--- src/rtl/cps_params.svh ---
// Register offsets, field positions, reset values and timing counts for the port status page
// Notes on behaviour
// - Fault flag sets on resume or suspend fault; port then reports suspended.
// - Resume fault: no peer bias while resuming; suspend fault: bias while suspending.
// - Writing one clears fault; hardware reset clears it; bus reset leaves it.
// - Standby error flag sets on standby error, clears when standby is left.
// - Write of one or remote clear command clears standby flag and error record.
// - Scrambler-off bit high sends packet data unscrambled.
// - Beta-only bit always reads zero.
// - DC-link-detected bit follows the legacy connect-detect circuit.
// - Three-bit speed ceiling: 000 S100 up to 101 S3200; 110, 111 reserved.
// - Ceiling writes above port capability store the port maximum instead.
// - Ceiling used only at new beta connection; resets to port maximum.
// - Local plug flag reads one permanently.
// - Read-only capability field reports port maximum speed, same encoding.
// - Link-unreliable sets on negotiation or sync failure; write one clears.
// - Beta-operation reads one in beta mode, zero in legacy or disconnected.
// - Connected, receive ok and not beta means active legacy mode.
// - Eight-bit error counter counts invalid codewords, saturating at 255.
// - Any read of the error counter clears it, remote reads included.
// - Loop-block flag sets on loop disable; bus reset or disconnect clears.
// - Standby-state flag reads one while port is in standby.
// - Disabled with deep disable: no AC status, no toning, connected and rx ok low.
// - Port-off bit disables port; disabled port tones and never goes legacy-active, but still reports beta op on a beta link.
// - Connected flag sets only after about 341 ms of stable connection.
`ifndef CPS_PARAMS_SVH
`define CPS_PARAMS_SVH
`define CPS_ADDR_W         8
`define CPS_OFS_CTRL       8'h00
`define CPS_OFS_STATUS     8'h04
`define CPS_OFS_SPEED      8'h08
`define CPS_OFS_ERRCNT     8'h0C
`define CPS_CTRL_OFF_BIT   0
`define CPS_CTRL_SCR_BIT   1
`define CPS_CTRL_DEEP_BIT  2
`define CPS_ST_FAULT_BIT   0
`define CPS_ST_SBF_BIT     1
`define CPS_ST_UNREL_BIT   2
`define CPS_SPEED_W        3
`define CPS_SPEED_MAX      3'h3
`define CPS_ERR_MAX        8'hFF
`define CPS_DEBOUNCE_MS    341
`define CPS_CLK_KHZ        200000
`define CPS_DEBOUNCE_CYC   (`CPS_DEBOUNCE_MS * `CPS_CLK_KHZ)
`endif

--- src/rtl/cps_pkg.sv ---
// Types shared by the port status page
package cps_pkg;
  typedef struct packed {
    logic resuming;
    logic suspending;
    logic peer_bias;
    logic standby_err;
    logic standby;
    logic remote_sbf_clr;
    logic neg_fail;
    logic sync_fail;
    logic loop_disable;
    logic bus_reset;
    logic dc_detect;
    logic beta;
    logic rx_valid;
    logic raw_connect;
    logic bad_codeword;
    logic remote_err_read;
  } cps_event_type;

  typedef struct packed {
    logic       suspended;
    logic       scramble_off;
    logic       toning;
    logic       ac_track;
    logic       connected;
    logic       receive_ok_flag;
    logic       beta_op;
    logic       legacy_active;
    logic [2:0] speed_ceiling;
  } cps_phy_ctl_type;

  typedef enum logic [2:0] {
    CPS_DISCON = 3'b001,
    CPS_DEBNC  = 3'b010,
    CPS_CONN   = 3'b100
  } cps_conn_type;
endpackage

--- src/rtl/cps_port_status.sv ---
// Per-port status and control page with APB register access
`timescale 1ns/100ps
`include "cps_params.svh"
module cps_port_status #(
  parameter int unsigned    DEBOUNCE_CYC = `CPS_DEBOUNCE_CYC,
  parameter logic [2:0]     PORT_MAX_SPEED = `CPS_SPEED_MAX
) (
  input  wire logic                   sys_clk_i,
  input  wire logic                   reset_n_i,
  input  wire logic                   psel_i,
  input  wire logic                   penable_i,
  input  wire logic                   pwrite_i,
  input  wire logic [31:0]            paddr_i,
  input  wire logic [31:0]            pwdata_i,
  output logic      [31:0]            prdata_o,
  output logic                        pready_o,
  output logic                        pslverr_o,
  input  wire cps_pkg::cps_event_type evt_i,
  output cps_pkg::cps_phy_ctl_type    phy_o
);
  import cps_pkg::*;

  // Capability codes above the top encoding are reserved
  if (DEBOUNCE_CYC < 1 || PORT_MAX_SPEED > 3'h5) begin : g_param_check
    $error("Bad parameters");
  end

  // Pins from the cable side cross into this clock via two flops
  cps_event_type sync1;
  cps_event_type evt;
  always_ff @(posedge sys_clk_i or negedge reset_n_i) begin
    if (!reset_n_i) begin
      sync1 <= '0;
      evt   <= '0;
    end else begin
      sync1 <= evt_i;
      evt   <= sync1;
    end
  end

  // APB decode
  wire       access   = psel_i && penable_i && pready_o;
  wire       wr       = access && pwrite_i;
  // Read side effects at the prdata capture edge, so no count slips between
  wire       rd       = psel_i && penable_i && !pready_o && !pwrite_i;
  wire [7:0] ofs      = paddr_i[7:0];
  wire       hi_zero  = (paddr_i[31:8] == 24'h0);
  wire       sel_ctrl = hi_zero && ofs == `CPS_OFS_CTRL;
  wire       sel_st   = hi_zero && ofs == `CPS_OFS_STATUS;
  wire       sel_spd  = hi_zero && ofs == `CPS_OFS_SPEED;
  wire       sel_err  = hi_zero && ofs == `CPS_OFS_ERRCNT;
  wire       mapped   = sel_ctrl | sel_st | sel_spd | sel_err;

  logic       port_off;
  logic       scr_off;
  logic       deep_dis;
  logic       fault;
  logic       sb_fault;
  logic       unreliable;
  logic       loop_blk;
  logic [2:0] ceiling;
  logic [7:0] err_cnt;
  logic [31:0] ctr;
  cps_conn_type conn_st;

  wire hard_off = port_off && deep_dis;
  wire con      = (conn_st == CPS_CONN) && !hard_off;
  wire rx_ok    = con && evt.rx_valid && !port_off;
  wire beta_op  = con && evt.beta;

  wire wr_st      = wr && sel_st;
  wire fault_evt  = (evt.resuming && !evt.peer_bias) || (evt.suspending && evt.peer_bias);
  wire sbf_clr    = (wr_st && pwdata_i[`CPS_ST_SBF_BIT]) || evt.remote_sbf_clr;
  wire unrel_evt  = evt.neg_fail || evt.sync_fail;
  wire [2:0] wspd = pwdata_i[2:0];
  wire [2:0] next_ceiling = (wspd > PORT_MAX_SPEED) ? PORT_MAX_SPEED : wspd;
  wire       err_rd  = (rd && sel_err) || evt.remote_err_read;
  wire [7:0] err_inc = (err_cnt == `CPS_ERR_MAX) ? err_cnt : err_cnt + 8'h01;

  wire [31:0] rd_ctrl = {29'h0, deep_dis, scr_off, port_off};
  // Bit layout: 0 fault, 1 standby fault, 2 unreliable, 3 beta-only(0), 4 dc link,
  // 5 local plug, 6 beta op, 7 loop block, 8 standby, 9 connected, 10 receive ok
  wire [31:0] rd_st = {21'h0, rx_ok, con, evt.standby, loop_blk, beta_op, 1'b1,
                       evt.dc_detect, 1'b0, unreliable, sb_fault, fault};
  wire [31:0] rd_spd = {25'h0, PORT_MAX_SPEED, 1'b0, ceiling};
  wire [31:0] rd_mux = sel_ctrl ? rd_ctrl :
                       sel_st   ? rd_st   :
                       sel_spd  ? rd_spd  :
                       sel_err  ? {24'h0, err_cnt} : 32'h0;

  // One wait state: ready rises in the access phase, drops after completion
  always_ff @(posedge sys_clk_i or negedge reset_n_i) begin
    if (!reset_n_i) begin
      pready_o  <= 1'b0;
      pslverr_o <= 1'b0;
      prdata_o  <= 32'h0;
    end else begin
      pready_o  <= psel_i && penable_i && !pready_o;
      pslverr_o <= psel_i && penable_i && !pready_o && !mapped;
      prdata_o  <= (psel_i && penable_i && !pready_o) ? rd_mux : 32'h0;
    end
  end

  always_ff @(posedge sys_clk_i or negedge reset_n_i) begin
    if (!reset_n_i) begin
      port_off <= 1'b0;
      scr_off  <= 1'b0;
      deep_dis <= 1'b0;
      ceiling  <= PORT_MAX_SPEED;
    end else begin
      if (wr && sel_ctrl) begin
        port_off <= pwdata_i[`CPS_CTRL_OFF_BIT];
        scr_off  <= pwdata_i[`CPS_CTRL_SCR_BIT];
        deep_dis <= pwdata_i[`CPS_CTRL_DEEP_BIT];
      end
      if (wr && sel_spd) begin
        ceiling <= next_ceiling;
      end
    end
  end

  // Sticky flags: a set in the same cycle as a clear wins
  always_ff @(posedge sys_clk_i or negedge reset_n_i) begin
    if (!reset_n_i) begin
      fault      <= 1'b0;
      sb_fault   <= 1'b0;
      unreliable <= 1'b0;
      loop_blk   <= 1'b0;
    end else begin
      if (fault_evt) fault <= 1'b1;
      else if (wr_st && pwdata_i[`CPS_ST_FAULT_BIT]) fault <= 1'b0;
      if (evt.standby_err && evt.standby) sb_fault <= 1'b1;
      else if (sbf_clr || !evt.standby) sb_fault <= 1'b0;
      if (unrel_evt) unreliable <= 1'b1;
      else if (wr_st && pwdata_i[`CPS_ST_UNREL_BIT]) unreliable <= 1'b0;
      if (evt.loop_disable) loop_blk <= 1'b1;
      else if (evt.bus_reset || !con) loop_blk <= 1'b0;
    end
  end

  // Invalid codeword counter; an increment coinciding with a read is kept
  always_ff @(posedge sys_clk_i or negedge reset_n_i) begin
    if (!reset_n_i) begin
      err_cnt <= 8'h00;
    end else if (err_rd) begin
      err_cnt <= evt.bad_codeword ? 8'h01 : 8'h00;
    end else if (evt.bad_codeword) begin
      err_cnt <= err_inc;
    end
  end

  // Connection debounce
  always_ff @(posedge sys_clk_i or negedge reset_n_i) begin
    if (!reset_n_i) begin
      conn_st <= CPS_DISCON;
      ctr     <= 32'h0;
    end else begin
      unique case (conn_st)
        CPS_DISCON: begin
          ctr <= 32'h0;
          if (evt.raw_connect && !hard_off) conn_st <= CPS_DEBNC;
        end
        CPS_DEBNC: begin
          if (!evt.raw_connect || hard_off) begin
            conn_st <= CPS_DISCON;
          end else if (ctr == DEBOUNCE_CYC - 1) begin
            conn_st <= CPS_CONN;
          end else begin
            ctr <= ctr + 32'h1;
          end
        end
        CPS_CONN: begin
          if (!evt.raw_connect || hard_off) conn_st <= CPS_DISCON;
        end
      endcase
    end
  end

  // The ceiling is latched for the PHY only as a beta link comes up
  logic beta_q;
  always_ff @(posedge sys_clk_i or negedge reset_n_i) begin
    if (!reset_n_i) begin
      phy_o  <= '0;
      beta_q <= 1'b0;
    end else begin
      beta_q <= beta_op;
      phy_o.suspended       <= fault | fault_evt;
      phy_o.scramble_off    <= scr_off;
      phy_o.toning          <= !hard_off;
      phy_o.ac_track        <= !hard_off;
      phy_o.connected       <= con;
      phy_o.receive_ok_flag <= rx_ok;
      phy_o.beta_op         <= beta_op;
      phy_o.legacy_active   <= con && rx_ok && !beta_op;
      if (beta_op && !beta_q) phy_o.speed_ceiling <= ceiling;
    end
  end

  property p_fault_sets;
    @(posedge sys_clk_i) disable iff (!reset_n_i)
      fault_evt |=> fault;
  endproperty
  a_fault_sets: assert property (p_fault_sets) else $error("Fault not set");
  property p_fault_clr;
    @(posedge sys_clk_i) disable iff (!reset_n_i)
      wr_st && pwdata_i[0] && !fault_evt |=> !fault;
  endproperty
  a_fault_clr: assert property (p_fault_clr) else $error("Fault not cleared");
  property p_sbf_exit;
    @(posedge sys_clk_i) disable iff (!reset_n_i) !evt.standby && !evt.standby_err |=> !sb_fault;
  endproperty
  a_sbf_exit: assert property (p_sbf_exit) else $error("Standby fault kept");
  property p_ceil_cap;
    @(posedge sys_clk_i) disable iff (!reset_n_i) ceiling <= PORT_MAX_SPEED;
  endproperty
  a_ceil_cap: assert property (p_ceil_cap) else $error("Ceiling above capability");
  property p_err_sat;
    @(posedge sys_clk_i) disable iff (!reset_n_i)
      err_cnt == 8'hFF && !err_rd |=> err_cnt == 8'hFF;
  endproperty
  a_err_sat: assert property (p_err_sat) else $error("Counter wrapped");
  property p_err_rd;
    @(posedge sys_clk_i) disable iff (!reset_n_i)
      err_rd && !evt.bad_codeword |=> err_cnt == 8'h00;
  endproperty
  a_err_rd: assert property (p_err_rd) else $error("Counter not cleared");
  property p_deep;
    @(posedge sys_clk_i) disable iff (!reset_n_i) hard_off |=> !phy_o.connected && !phy_o.toning;
  endproperty
  a_deep: assert property (p_deep) else $error("Deep disable ignored");
  property p_off_rx;
    @(posedge sys_clk_i) disable iff (!reset_n_i) port_off |=> !phy_o.receive_ok_flag;
  endproperty
  a_off_rx: assert property (p_off_rx) else $error("Disabled port active");
  property p_scr;
    @(posedge sys_clk_i) disable iff (!reset_n_i) scr_off |=> phy_o.scramble_off;
  endproperty
  a_scr: assert property (p_scr) else $error("Scrambler not off");

  // Flag, output and read-path checks
  property p_sbf_set;
    @(posedge sys_clk_i) disable iff (!reset_n_i)
      evt.standby_err && evt.standby |=> sb_fault;
  endproperty
  a_sbf_set: assert property (p_sbf_set) else $error("Standby fault not set");

  property p_sbf_clr;
    @(posedge sys_clk_i) disable iff (!reset_n_i)
      sbf_clr && !(evt.standby_err && evt.standby) |=> !sb_fault;
  endproperty
  a_sbf_clr: assert property (p_sbf_clr) else $error("Standby fault not cleared");

  property p_unrel_set;
    @(posedge sys_clk_i) disable iff (!reset_n_i)
      unrel_evt |=> unreliable;
  endproperty
  a_unrel_set: assert property (p_unrel_set) else $error("Unreliable not set");

  property p_unrel_clr;
    @(posedge sys_clk_i) disable iff (!reset_n_i)
      wr_st && pwdata_i[`CPS_ST_UNREL_BIT] && !unrel_evt |=> !unreliable;
  endproperty
  a_unrel_clr: assert property (p_unrel_clr) else $error("Unreliable not cleared");

  property p_loop_set;
    @(posedge sys_clk_i) disable iff (!reset_n_i)
      evt.loop_disable |=> loop_blk;
  endproperty
  a_loop_set: assert property (p_loop_set) else $error("Loop block not set");

  property p_loop_clr;
    @(posedge sys_clk_i) disable iff (!reset_n_i)
      (evt.bus_reset || !con) && !evt.loop_disable |=> !loop_blk;
  endproperty
  a_loop_clr: assert property (p_loop_clr) else $error("Loop block kept");

  property p_susp_out;
    @(posedge sys_clk_i) disable iff (!reset_n_i)
      fault |=> phy_o.suspended;
  endproperty
  a_susp_out: assert property (p_susp_out) else $error("Port not suspended");

  property p_rd_const;
    @(posedge sys_clk_i) disable iff (!reset_n_i)
      psel_i && penable_i && !pready_o && sel_st |=> !prdata_o[3] && prdata_o[5];
  endproperty
  a_rd_const: assert property (p_rd_const) else $error("Fixed status bits wrong");

  property p_rd_cap;
    @(posedge sys_clk_i) disable iff (!reset_n_i)
      psel_i && penable_i && !pready_o && sel_spd |=> prdata_o[6:4] == PORT_MAX_SPEED;
  endproperty
  a_rd_cap: assert property (p_rd_cap) else $error("Capability field wrong");

  property p_beta_disc;
    @(posedge sys_clk_i) disable iff (!reset_n_i)
      !con |=> !phy_o.beta_op;
  endproperty
  a_beta_disc: assert property (p_beta_disc) else $error("Beta while disconnected");

  property p_legacy;
    @(posedge sys_clk_i) disable iff (!reset_n_i)
      con && rx_ok && !beta_op |=> phy_o.legacy_active;
  endproperty
  a_legacy: assert property (p_legacy) else $error("Legacy mode not active");

  property p_debounce;
    @(posedge sys_clk_i) disable iff (!reset_n_i)
      conn_st == CPS_DEBNC && ctr != DEBOUNCE_CYC - 1 |=> conn_st != CPS_CONN;
  endproperty
  a_debounce: assert property (p_debounce) else $error("Connected too early");

  property p_err_inc;
    @(posedge sys_clk_i) disable iff (!reset_n_i)
      evt.bad_codeword && !err_rd && err_cnt != 8'hFF |=> err_cnt == $past(err_cnt) + 8'h01;
  endproperty
  a_err_inc: assert property (p_err_inc) else $error("Codeword not counted");

  property p_ceil_latch;
    @(posedge sys_clk_i) disable iff (!reset_n_i)
      beta_op && !beta_q |=> phy_o.speed_ceiling == $past(ceiling);
  endproperty
  a_ceil_latch: assert property (p_ceil_latch) else $error("Ceiling not latched");

  property p_tone_on;
    @(posedge sys_clk_i) disable iff (!reset_n_i)
      port_off && !deep_dis |=> phy_o.toning;
  endproperty
  a_tone_on: assert property (p_tone_on) else $error("Disabled port stopped toning");

  property p_ceil_wr;
    @(posedge sys_clk_i) disable iff (!reset_n_i)
      wr && sel_spd && wspd <= PORT_MAX_SPEED |=> ceiling == $past(wspd);
  endproperty
  a_ceil_wr: assert property (p_ceil_wr) else $error("Ceiling write lost");

  property p_ready_pulse;
    @(posedge sys_clk_i) disable iff (!reset_n_i)
      pready_o |=> !pready_o;
  endproperty
  a_ready_pulse: assert property (p_ready_pulse) else $error("Ready longer than one cycle");

  property p_slverr;
    @(posedge sys_clk_i) disable iff (!reset_n_i)
      psel_i && penable_i && !pready_o && !mapped |=> pslverr_o && prdata_o == 32'h0;
  endproperty
  a_slverr: assert property (p_slverr) else $error("Unmapped access not refused");
  c_conn: cover property (@(posedge sys_clk_i) conn_st == CPS_CONN);
  c_fault: cover property (@(posedge sys_clk_i) fault);
  c_sat: cover property (@(posedge sys_clk_i) err_cnt == 8'hFF);
  c_beta: cover property (@(posedge sys_clk_i) phy_o.beta_op);
  c_sbf: cover property (@(posedge sys_clk_i) sb_fault);
endmodule

--- config.mk ---
export PLATFORM = sky130hd
export DESIGN_NAME = cps_port_status
export DESIGN_NICKNAME = d
export VERILOG_FILES = /design/src/rtl/cps_pkg.sv /design/src/rtl/cps_port_status.sv
export VERILOG_INCLUDE_DIRS = /design/src /design/src/rtl
export SDC_FILE = /design/constraint.sdc
export NUM_CORES = 1
export LEC_CHECK = 0
export BUFFER_PORTS_ARGS = -buffer_cell sky130_fd_sc_hd__buf_4
export CELL_PAD_IN_SITES_DETAIL_PLACEMENT = 1
export CELL_PAD_IN_SITES_GLOBAL_PLACEMENT = 2
export CORE_ASPECT_RATIO = 0.7
export CORE_UTILIZATION = 34
export CTS_BUF_LIST = sky130_fd_sc_hd__clkbuf_8
export DETAILED_ROUTE_END_ITERATION = 7
export GPL_TIMING_DRIVEN = 1
export PLACE_DENSITY = 0.88
export SLEW_MARGIN = 20
export SYNTH_ARGS = -nofsm -noshare
export SYNTH_HDL_FRONTEND = slang
export SYNTH_SLANG_ARGS = --single-unit
--- constraint.sdc ---
create_clock -name sys_clk_i -period 2.7 [get_ports sys_clk_i]
set_input_delay 0.54 -clock sys_clk_i [delete_from_list [all_inputs] [get_ports sys_clk_i]]
set_output_delay 0.54 -clock sys_clk_i [all_outputs]
set_load 0.05 [all_outputs]
# ---- Word-level counts from Yosys, hierarchy flattened
# Index checks and enable logic that the tools add are counted.
# Widths: inputs -> output; s select.
dict set report op_classes {
  mux 26
  add_sub_neg 2
  order_cmp 1
  bitwise 4
  eq_ne 14
  n_reduce_logical 58
}
# cell count
set ops {}
lappend ops {{$mux 32} 2}
lappend ops {{$pmux 32 s2} 1}
lappend ops {{$mux 8} 5}
lappend ops {{$mux 11} 3}
lappend ops {{$add 32x1->32 const B} 1}
lappend ops {{$eq 32x27->1 const B} 1}
lappend ops {{$logic_and 1x1->1} 29}
lappend ops {{$logic_not 24->1} 1}
lappend ops {{$eq 8x4->1 const B} 2}
lappend ops {{$mux 3} 5}
lappend ops {{$reduce_bool 2->1} 6}
lappend ops {{$logic_not 1->1} 11}
lappend ops {{$mux 1} 9}
lappend ops {{$pmux 3 s3} 1}
lappend ops {{$add 8x1->8 const B} 1}
lappend ops {{$eq 8x3->1 const B} 1}
lappend ops {{$eq 8x8->1 const B} 1}
lappend ops {{$logic_not 8->1} 1}
lappend ops {{$ne 2x2->1 const B} 4}
lappend ops {{$logic_or 1x1->1} 7}
lappend ops {{$reduce_and 3->1} 2}
lappend ops {{$or 1x1->1} 4}
lappend ops {{$eq 3x1->1 const B} 1}
lappend ops {{$eq 3x2->1 const B} 1}
lappend ops {{5 further kinds} 5}
dict set report totals {
  ff_bits 108
  output_inout_bits 45
  input_bits 85
  word_cells 159
}

# ---- Longest topological paths before layout
# Gate-level depths: netlist of the first run.
dict set report depth {
  ltp_word 9
  ltp_mapped 8
  ltp_nobuf 6
}

# ---- Least setup slack after synthesis of the first run
# Ideal clock, no wire load.
dict set report synth_timing {
  path_type {input-to-reg}
  start {input port paddr_i[8]}
  end {register err_cnt[0]}
  n_path_buf 0
  cell_stages 5
  required_ns 2.575
  t_arrival_ns 1.931
  slack_ns 0.645
  path_cell_list {nor4_1 and4_1 nand3_1 o31ai_4 mux2_2}
}
dict set report synth_via {
  elab_chain_cells 6
  elab_cells_between_ends 8
  classes_between {eq/ne: 1; mux: 1; reduce/logical: 6}
}
# element line
set synth_rtl {}
lappend synth_rtl {{start: declaration} cps_port_status.sv:13} ;# input wire logic [31:0] paddr_i,
lappend synth_rtl {{$logic_not 24->1 *} cps_port_status.sv:47} ;# wire hi_zero = (paddr_i[31:8] == 24'h0);
lappend synth_rtl {{$logic_and 1x1->1 (no line) *} n/a}
lappend synth_rtl {{$logic_and 1x1->1 *} cps_port_status.sv:77} ;# wire err_rd = (rd && sel_err) || evt.remote_err_read;
lappend synth_rtl {{$logic_or 1x1->1 *} cps_port_status.sv:77}
lappend synth_rtl {{$ne 2x2->1 (no line) or $reduce_bool 2->1 (tied branches)} n/a}
lappend synth_rtl {{$reduce_and 2->1 (no line)} n/a}
lappend synth_rtl {{end signal: assignment} cps_port_status.sv:146} ;# err_cnt <= evt.bad_codeword ? 8'h01 : 8'h00;
lappend synth_rtl {{end signal: assignment} cps_port_status.sv:148} ;# err_cnt <= err_inc;
lappend synth_rtl {{end: declaration} cps_port_status.sv:62} ;# logic [7:0] err_cnt;
# Every way passes the cells marked *; elsewhere a longest branch is shown, timed or not.
# A chain may end at the register's enable or synchronous reset.

# ---- Final worst setup path of the first run
dict set report layout_timing {
  start {register conn_st[0]}
  end {register ctr[27]}
}
dict set report layout_via {
  elab_chain_cells 3
  elab_cells_between_ends 7
  classes_between {eq/ne: 4; mux: 1; reduce/logical: 2}
}
# element line
set layout_rtl {}
lappend layout_rtl {{start: declaration} cps_port_status.sv:64} ;# cps_conn_type conn_st;
lappend layout_rtl {{start signal: assignment} cps_port_status.sv:155} ;# conn_st <= CPS_DISCON;
lappend layout_rtl {{start signal: assignment} cps_port_status.sv:161} ;# if (evt.raw_connect && !hard_off) conn_st <= CPS_DEBNC;
lappend layout_rtl {{start signal: assignment} cps_port_status.sv:165} ;# conn_st <= CPS_DISCON;
lappend layout_rtl {{$eq 3x2->1 or $eq 3x1->1 (tied branches)} cps_port_status.sv:158} ;# unique case (conn_st)
lappend layout_rtl {{$ne 2x2->1 (no line) or $reduce_bool 2->1 (tied branches)} n/a}
lappend layout_rtl {{$reduce_and 3->1 (no line)} n/a}
lappend layout_rtl {{end signal: assignment} cps_port_status.sv:169} ;# ctr <= ctr + 32'h1;
lappend layout_rtl {{end: declaration} cps_port_status.sv:63} ;# logic [31:0] ctr;
# Parallel ways exist; a longest one is shown, timed or not.

==> flow_summary.ini, run 1 <==
[hold_path]
min_path_type = input port to async pin

[setup_path]
critPathCaptureType = flip-flop
startpoint_type = flip-flop
reg2reg_setup_slack_ns = 0.45
cp_max_fo = 13
cp.required_ns = 3.02
rr_worst_depth = 5
cp.arrival_ns = 2.57
r2r-start = conn_st[0]
crit_type = flip-flop to flip-flop
r2r-end = ctr[27]

[cts]
numCtsBuffers = 9
tritoncts = built
clock_path_buffers = 2
clkTransAtPathRegs_ns = 0.11
root_buffer = clkbuf_8
htreeDepth = 3
cts_resized = 0
cts_hold_buf = 0
clock_sinks = 108
post_cts_buffers = 0
clk_latency_ns = 0.39

[synth]
synth-seq-cells = 108
syn_inst = 433
synth-edff-count = 0
ys_types = 60
synth.avg_cell_area_um2 = 11.2
synth-seq-area-share_pct = 55.9
synth_flop_cell = dfrtp_1
synth_async_sr_flop_share_pct = 100
yosysWarningCount = 0
netlist_area_um2 = 4840

[timing]
hold_ws_ns = 0.126
fin_crit_ns = 2.25
setup_viol = 0
drv_slew = 0
worstMarginPinSlew_ns = 0.547
period_share_pct = 83.5
fmax_ghz = 0.444
tns_ns = 0
finalClockSkew_ns = 0.0140
rsz0062_at_grt = false
finalHoldViolations = 0
slew_headroom_pct = 63.0

[final_layout]
nets = 603
regArea_um2 = 2710
finalInstanceArea_um2 = 5790
synthToLayoutAreaGrowth_pct = 19.6
nFillCells = 1533
diodes = 0
drive_gt1_share_pct = 25.3
multiInputGateArea_um2 = 1900

[placed_design]
dp_hpwl_um = 8700
portBuffers = 79
place.gp.congestion = 0.772
post_dp_cell_area_um2 = 5570

[status]
outcome = finished, final reports clean

[power_and_ir_drop]
power.total_w = 0.00313
leakage_nw = 2.61
p_per_area_nw_per_um2 = 540
ir_drop_mv = 0.268

[global_routing]
antenna_found_initial = 0
grt_pass1_vias = 3660
grt_util_all_layers_pct = 16.6
grt_max_degree = 48
grt_pass1_wl_um = 18700
grt-ovfl-total = 0

[floorplanning]
coreArea_um2 = 13900
ioPinCount = 130
start_util_pct = 34.8
die_y_um = 102
die_w_um = 145
row_count = 36
dieArea_um2 = 14700

[routing]
via_per_inst = 5.08
drcViolationCount = 0
dr.first_iter.drc_count = 125
ant_nets = 0
routed_wl_um = 11700
post_drt_wl_per_cell_um = 16.4
firstDrtPassIters = 4
vias = 3609

[job]
cap_violations = 0
kinds of logic after synthesis:
kind of cell / count (synthesis) / share of synthesized area, %
flops: 108 / 55.9
fa+ha+maj: 2 / 0.517
compound gates: 59 / 8.12
simple gates: 179 / 21.4
other cells: 1 / 0.0775
mux: 18 / 4.71
xor+xnor: 16 / 2.90
buf+inv: 50 / 6.39
critical path, cell delays in order, from the launching register on:
cell	delay (ns)
dfstp_2	0.64
or3b_2	0.49
o21ai_2	0.11
nand4_2	0.31
or4_1	0.49
a21oi_1	0.15
cells in the mapped netlist, types with 12 or more instances:
cell     number  area, um^2
dfrtp_1     105        2630
nor2_1       37         139
buf_4        23         173
nand2_1      22        82.6
nand3_1      20         100
a21oi_1      19        95.1
inv_1        14        52.6
nor4_1       14        87.6
o21ai_0      13        65.1
xnor2_1      13         114
nand4_1      12        75.1
worst max-delay path by stage:
stage                           start         end  depth (start not counted)
after floorplan            paddr_i[8]  err_cnt[0]                          5
after global placement     paddr_i[0]     scr_off                          6
after detailed placement  paddr_i[31]    port_off                          6
after CTS                  conn_st[0]     ctr[27]                          5
after global routing       conn_st[0]     ctr[27]                          5
final                      conn_st[0]     ctr[27]                          5
cell usage in the layout (no fill, tap or decap), types with 2 or more instances in the layout:
cell type and instances:
a21oi_1 19, and2_1 4, and3_1 7, and4_1 7
buf_4 87, clkbuf_8 9, conb_1 21, dfrtp_1 105
dfstp_2 3, ha_1 2, inv_1 14, inv_6 2
inv_8 3, mux2_2 8, mux2i_1 7, mux4_2 3
nand2_1 22, nand2b_1 5, nand3_1 20, nand3b_1 3
nand4_1 12, nor2_1 37, nor2b_1 4, nor3_1 10
nor4_1 14, nor4b_1 3, o211ai_1 4, o21a_1 2
o21ai_0 13, o31ai_1 6, or3_1 10, or4_1 10
xnor2_1 13, xor2_1 3
registers in the layout (all words and copies together), names as in the netlist:
register	flops
ctr	32
evt	16
conn_st	3
ceiling	3
sb_fault	1
pslverr_o	1
err_cnt	8
sync1	16
scr_off	1
deep_dis	1
beta_q	1
prdata_o	11
phy_o	9
port_off	1
loop_blk	1
fault	1
pready_o	1
unreliable	1
routing by layer:
layer  wire length [um]  up-vias  part of all wire, %  global-route usage [%]
met1               5700     1832                   49                    23.7
li1                   -     1674                    -                       -
met2               5250       93                   45                    25.6
met3                638       10                  5.5                    3.51
met4                110        0                 0.94                    4.45
met5                  0        -                    0                       0
power breakdown:
part	total, W	switching (W)	internal (W)
clock	0.00106	0.000608	0.000455
combinational	0.000336	0.000209	0.000127
sequential	0.00173	0.0000530	0.00167
per-stage QoR:
stage,worst slack (ns),utilization [%],cells
after floorplan,0.645,-,453
after global placement,0.376,40.0,695
after detailed placement,0.361,40.0,695
after CTS,0.438,41.6,711
after global routing,0.261,41.6,711
final,0.447,41.6,711
final cells by class:
type / instances / area share, %
clock buffers: 9 / 2.14
clock inverters: 7 / 1.54
inverters: 14 / 0.908
multi-input cells: 295 / 32.9
flip-flops and latches: 108 / 46.8
well taps: 190 / 4.11
repair buffers: 88 / 11.6
Note: power is estimated with default switching activity, not from simulation.
==> run 2, diff against run 1 <==
Settings changed: ABC_AREA from default to 1, CORE_UTILIZATION 34 to 28, PLACE_DENSITY 0.88 to 0.85.
Clock period 2.7 ns to 1.96 ns, I/O delays scaled along.
==> run 2 against run 1 <==
Against the previous run: clock power grew 35%; final area is 16% higher; register-to-register slack worse by 0.24 ns; clock-buffer cell count unchanged; critical path depth grew 5; highest routed layer unchanged; core utilization decreased by 6.4 points; critical path type unchanged.
==> flow_summary.ini, run 2 <==
[status]
outcome = finished, final reports clean

[global_routing]
antenna_found_initial = 0
grt_max_degree = 36
grt-ovfl-total = 0
grt_pass1_wl_um = 26000
grt_pass1_vias = 4849
grt_util_all_layers_pct = 16.7

[synth]
synth-xor-area-share_pct = 3.01
synth_mux_area_share_pct = 0.181
netlist_area_um2 = 5520
yosysWarningCount = 0
synthSimpleGateAreaFrac_pct = 35.7
synth.avg_cell_area_um2 = 7.52
synth_flop_cell = dfrtp_1
post-synth-top-area-cell = dfrtp_1
ys_types = 30
synth_most_common_cell = nand2_1
synthTopCellsByCount = nand2_1, nor2_1, dfrtp_1
synth_top_family_by_area = simple AND/OR/NAND/NOR gates
synth.top_cell.area_share_pct = 47.6
synth-adder-area-share_pct = 0.453
synth-edff-count = 0
synth-seq-area-share_pct = 49.0
synth_compound_area_share_pct = 2.04
synth-seq-cells = 108
synth_async_sr_flop_share_pct = 100
syn_inst = 735
synth.area.top_cells = dfrtp_1, nand2_1, nor2_1

[timing]
fin_crit_ns = 1.75
hold_ws_ns = 0.0837
finalClockSkew_ns = 0.0207
slew_headroom_pct = 65.9
setup_viol = 0
worstMarginPinSlew_ns = 0.511
drv_slew = 0
rsz0062_at_grt = false
finalHoldViolations = 0
fmax_ghz = 0.570
fin_ws_ns = 0.206
period_share_pct = 89.5

[routing]
post_drt_wl_per_cell_um = 14.5
ant_nets = 0
drcViolationCount = 0
firstDrtPassIters = 4
dr.first_iter.drc_count = 258
routed_wl_um = 16000
vias = 4830
via_per_inst = 4.36

[setup_path]
cp.required_ns = 2.30
cp.arrival_ns = 2.10
path_delay_family = simple AND/OR/NAND/NOR gates
slowest_stage = dfrtp_1
critPathCaptureType = flip-flop
cp_common_cell = nand2_1
crit_type = flip-flop to flip-flop
critPathMaxStageDelay_ns = 0.47
cp_max_fo = 5
crit_chain = nand2_1 > nor2_1 > nand2_1 > nor2_2 > nand2_1 > nand2_1 > nand2_1 > nor2_1 > nand2_1 > nand2_1
startpoint_type = flip-flop
path_buf_inv = 0

[final_layout]
top_regs = ctr: 32 flops, evt: 16 flops, sync1: 16 flops
synthToLayoutAreaGrowth_pct = 21.7
drive_gt1_share_pct = 16.4
multiInputGateArea_um2 = 2380
regArea_um2 = 2710
layout_common_cells = nand2_1, nor2_1, dfrtp_1, buf_4, nand3_1
regMostFlops = ctr
nets = 926
diodes = 0
layout_commonest_cell = nand2_1
nFillCells = 2412
fin_util_pct = 35.1
largest_reg_flops = 32
finalInstanceArea_um2 = 6720

[cts]
root_buffer = clkbuf_8
clk_latency_ns = 0.40
clock_sinks = 108
tritoncts = built
clock_path_buffers = 2
post_cts_buffers = 0
clkTransAtPathRegs_ns = 0.13
numCtsBuffers = 9
htreeDepth = 3

[floorplanning]
start_util_pct = 28.9
coreArea_um2 = 19100
ioPinCount = 130
dieArea_um2 = 20300
row_count = 42
die_y_um = 120
die_w_um = 170

[power_and_ir_drop]
p_per_area_nw_per_um2 = 700
leakage_nw = 3.20
power.total_w = 0.00471
ir_drop_mv = 0.393

[placed_design]
place.gp.congestion = 0.825
post_dp_cell_area_um2 = 6490
place_ws_ns = -0.0151
portBuffers = 79
dp_hpwl_um = 12200

[job]
cap_violations = 0

[hold_path]
min_path_type = input port to flip-flop
run 2: cell count changes after synthesis, sizes merged, moves of 8 or more:
cell	change
nand3	+65
or3	-10
a21oi	-16
xor2	+9
nand2	+200
or4	-11
nor2	+120
inv	+53
nor4	-15
mux2	-8
run 2: final cells by class:
cell class | instances | area share (%)
clock buffers | 9 | 1.84
well taps | 264 | 4.91
repair buffers | 109 | 12.6
multi-input cells | 543 | 35.4
clock inverters | 7 | 1.17
flip-flops and latches | 108 | 40.3
inverters | 68 | 3.80
run 2: per-stage QoR:
| step | std cells | TNS, ns |
|---|---|---|
| detailed placement | 1091 | -0.0151 |
| CTS | 1108 | 0 |
| floorplan | 755 | 0 |
| global placement | 1091 | 0 |
| global route | 1108 | 0 |
| finish | 1108 | 0 |
run 2: routing by layer:
layer	track usage, %	part of all wire, %	vias to the layer above
li1	-	-	2441
met2	22.3	39	87
met1	27.0	56	2290
met3	3.17	4.5	12
met4	3.77	0.90	0
met5	0	0	-
run 2: kinds of logic (layout without fill, tap and decap cells):
family	count (synthesis)	count (layout)
AND/OR/NAND/NOR	479	479
flip-flops	108	108
buffers and inverters	104	193
AO/OA/AOI/OAI	21	21
XOR/XNOR	19	19
adder cells (fa/ha/maj)	2	2
other	1	21
multiplexers	1	1
run 2: timing repair:
item,CTS,global route
endpoints found under the setup margin,0,31
hold buffers,1,0
endpoints found under the hold margin,29,0
gates resized for setup,0,3
run 2: worst register-to-register path: stages, from the launching register on:
cell and delay (ns):
dfrtp_1 0.47, nand2_1 0.16, nor2_1 0.26, nand2_1 0.18, nor2_2 0.24, nand2_1 0.08
nand2_1 0.06, nand2_1 0.04, nor2_1 0.09, nand2_1 0.06, nand2_1 0.06
run 2: report_power, final:
group	leakage [nW]	internal (W)	switching, W
sequential	1.39	0.00232	0.0000557
clock	0.102	0.000507	0.000926
combinational	1.72	0.000237	0.000666
total	3.20	0.00306	0.00165
run 2: worst paths after layout:
check / from / to / slack [ns] / cells after the start
max: ctr[6] / ctr[31] / 0.21 / 10
min: evt_i[2] / sync1[2] / 0.08 / 1
max reg2reg: ctr[6] / ctr[31] / 0.21 / 10
min reg2reg: sync1[6] / evt[6] / 0.36 / 0
max in group asynchronous: reset_n_i / ctr[6] / 0.87 / 3
min in group asynchronous: reset_n_i / sync1[0] / 0.49 / 2
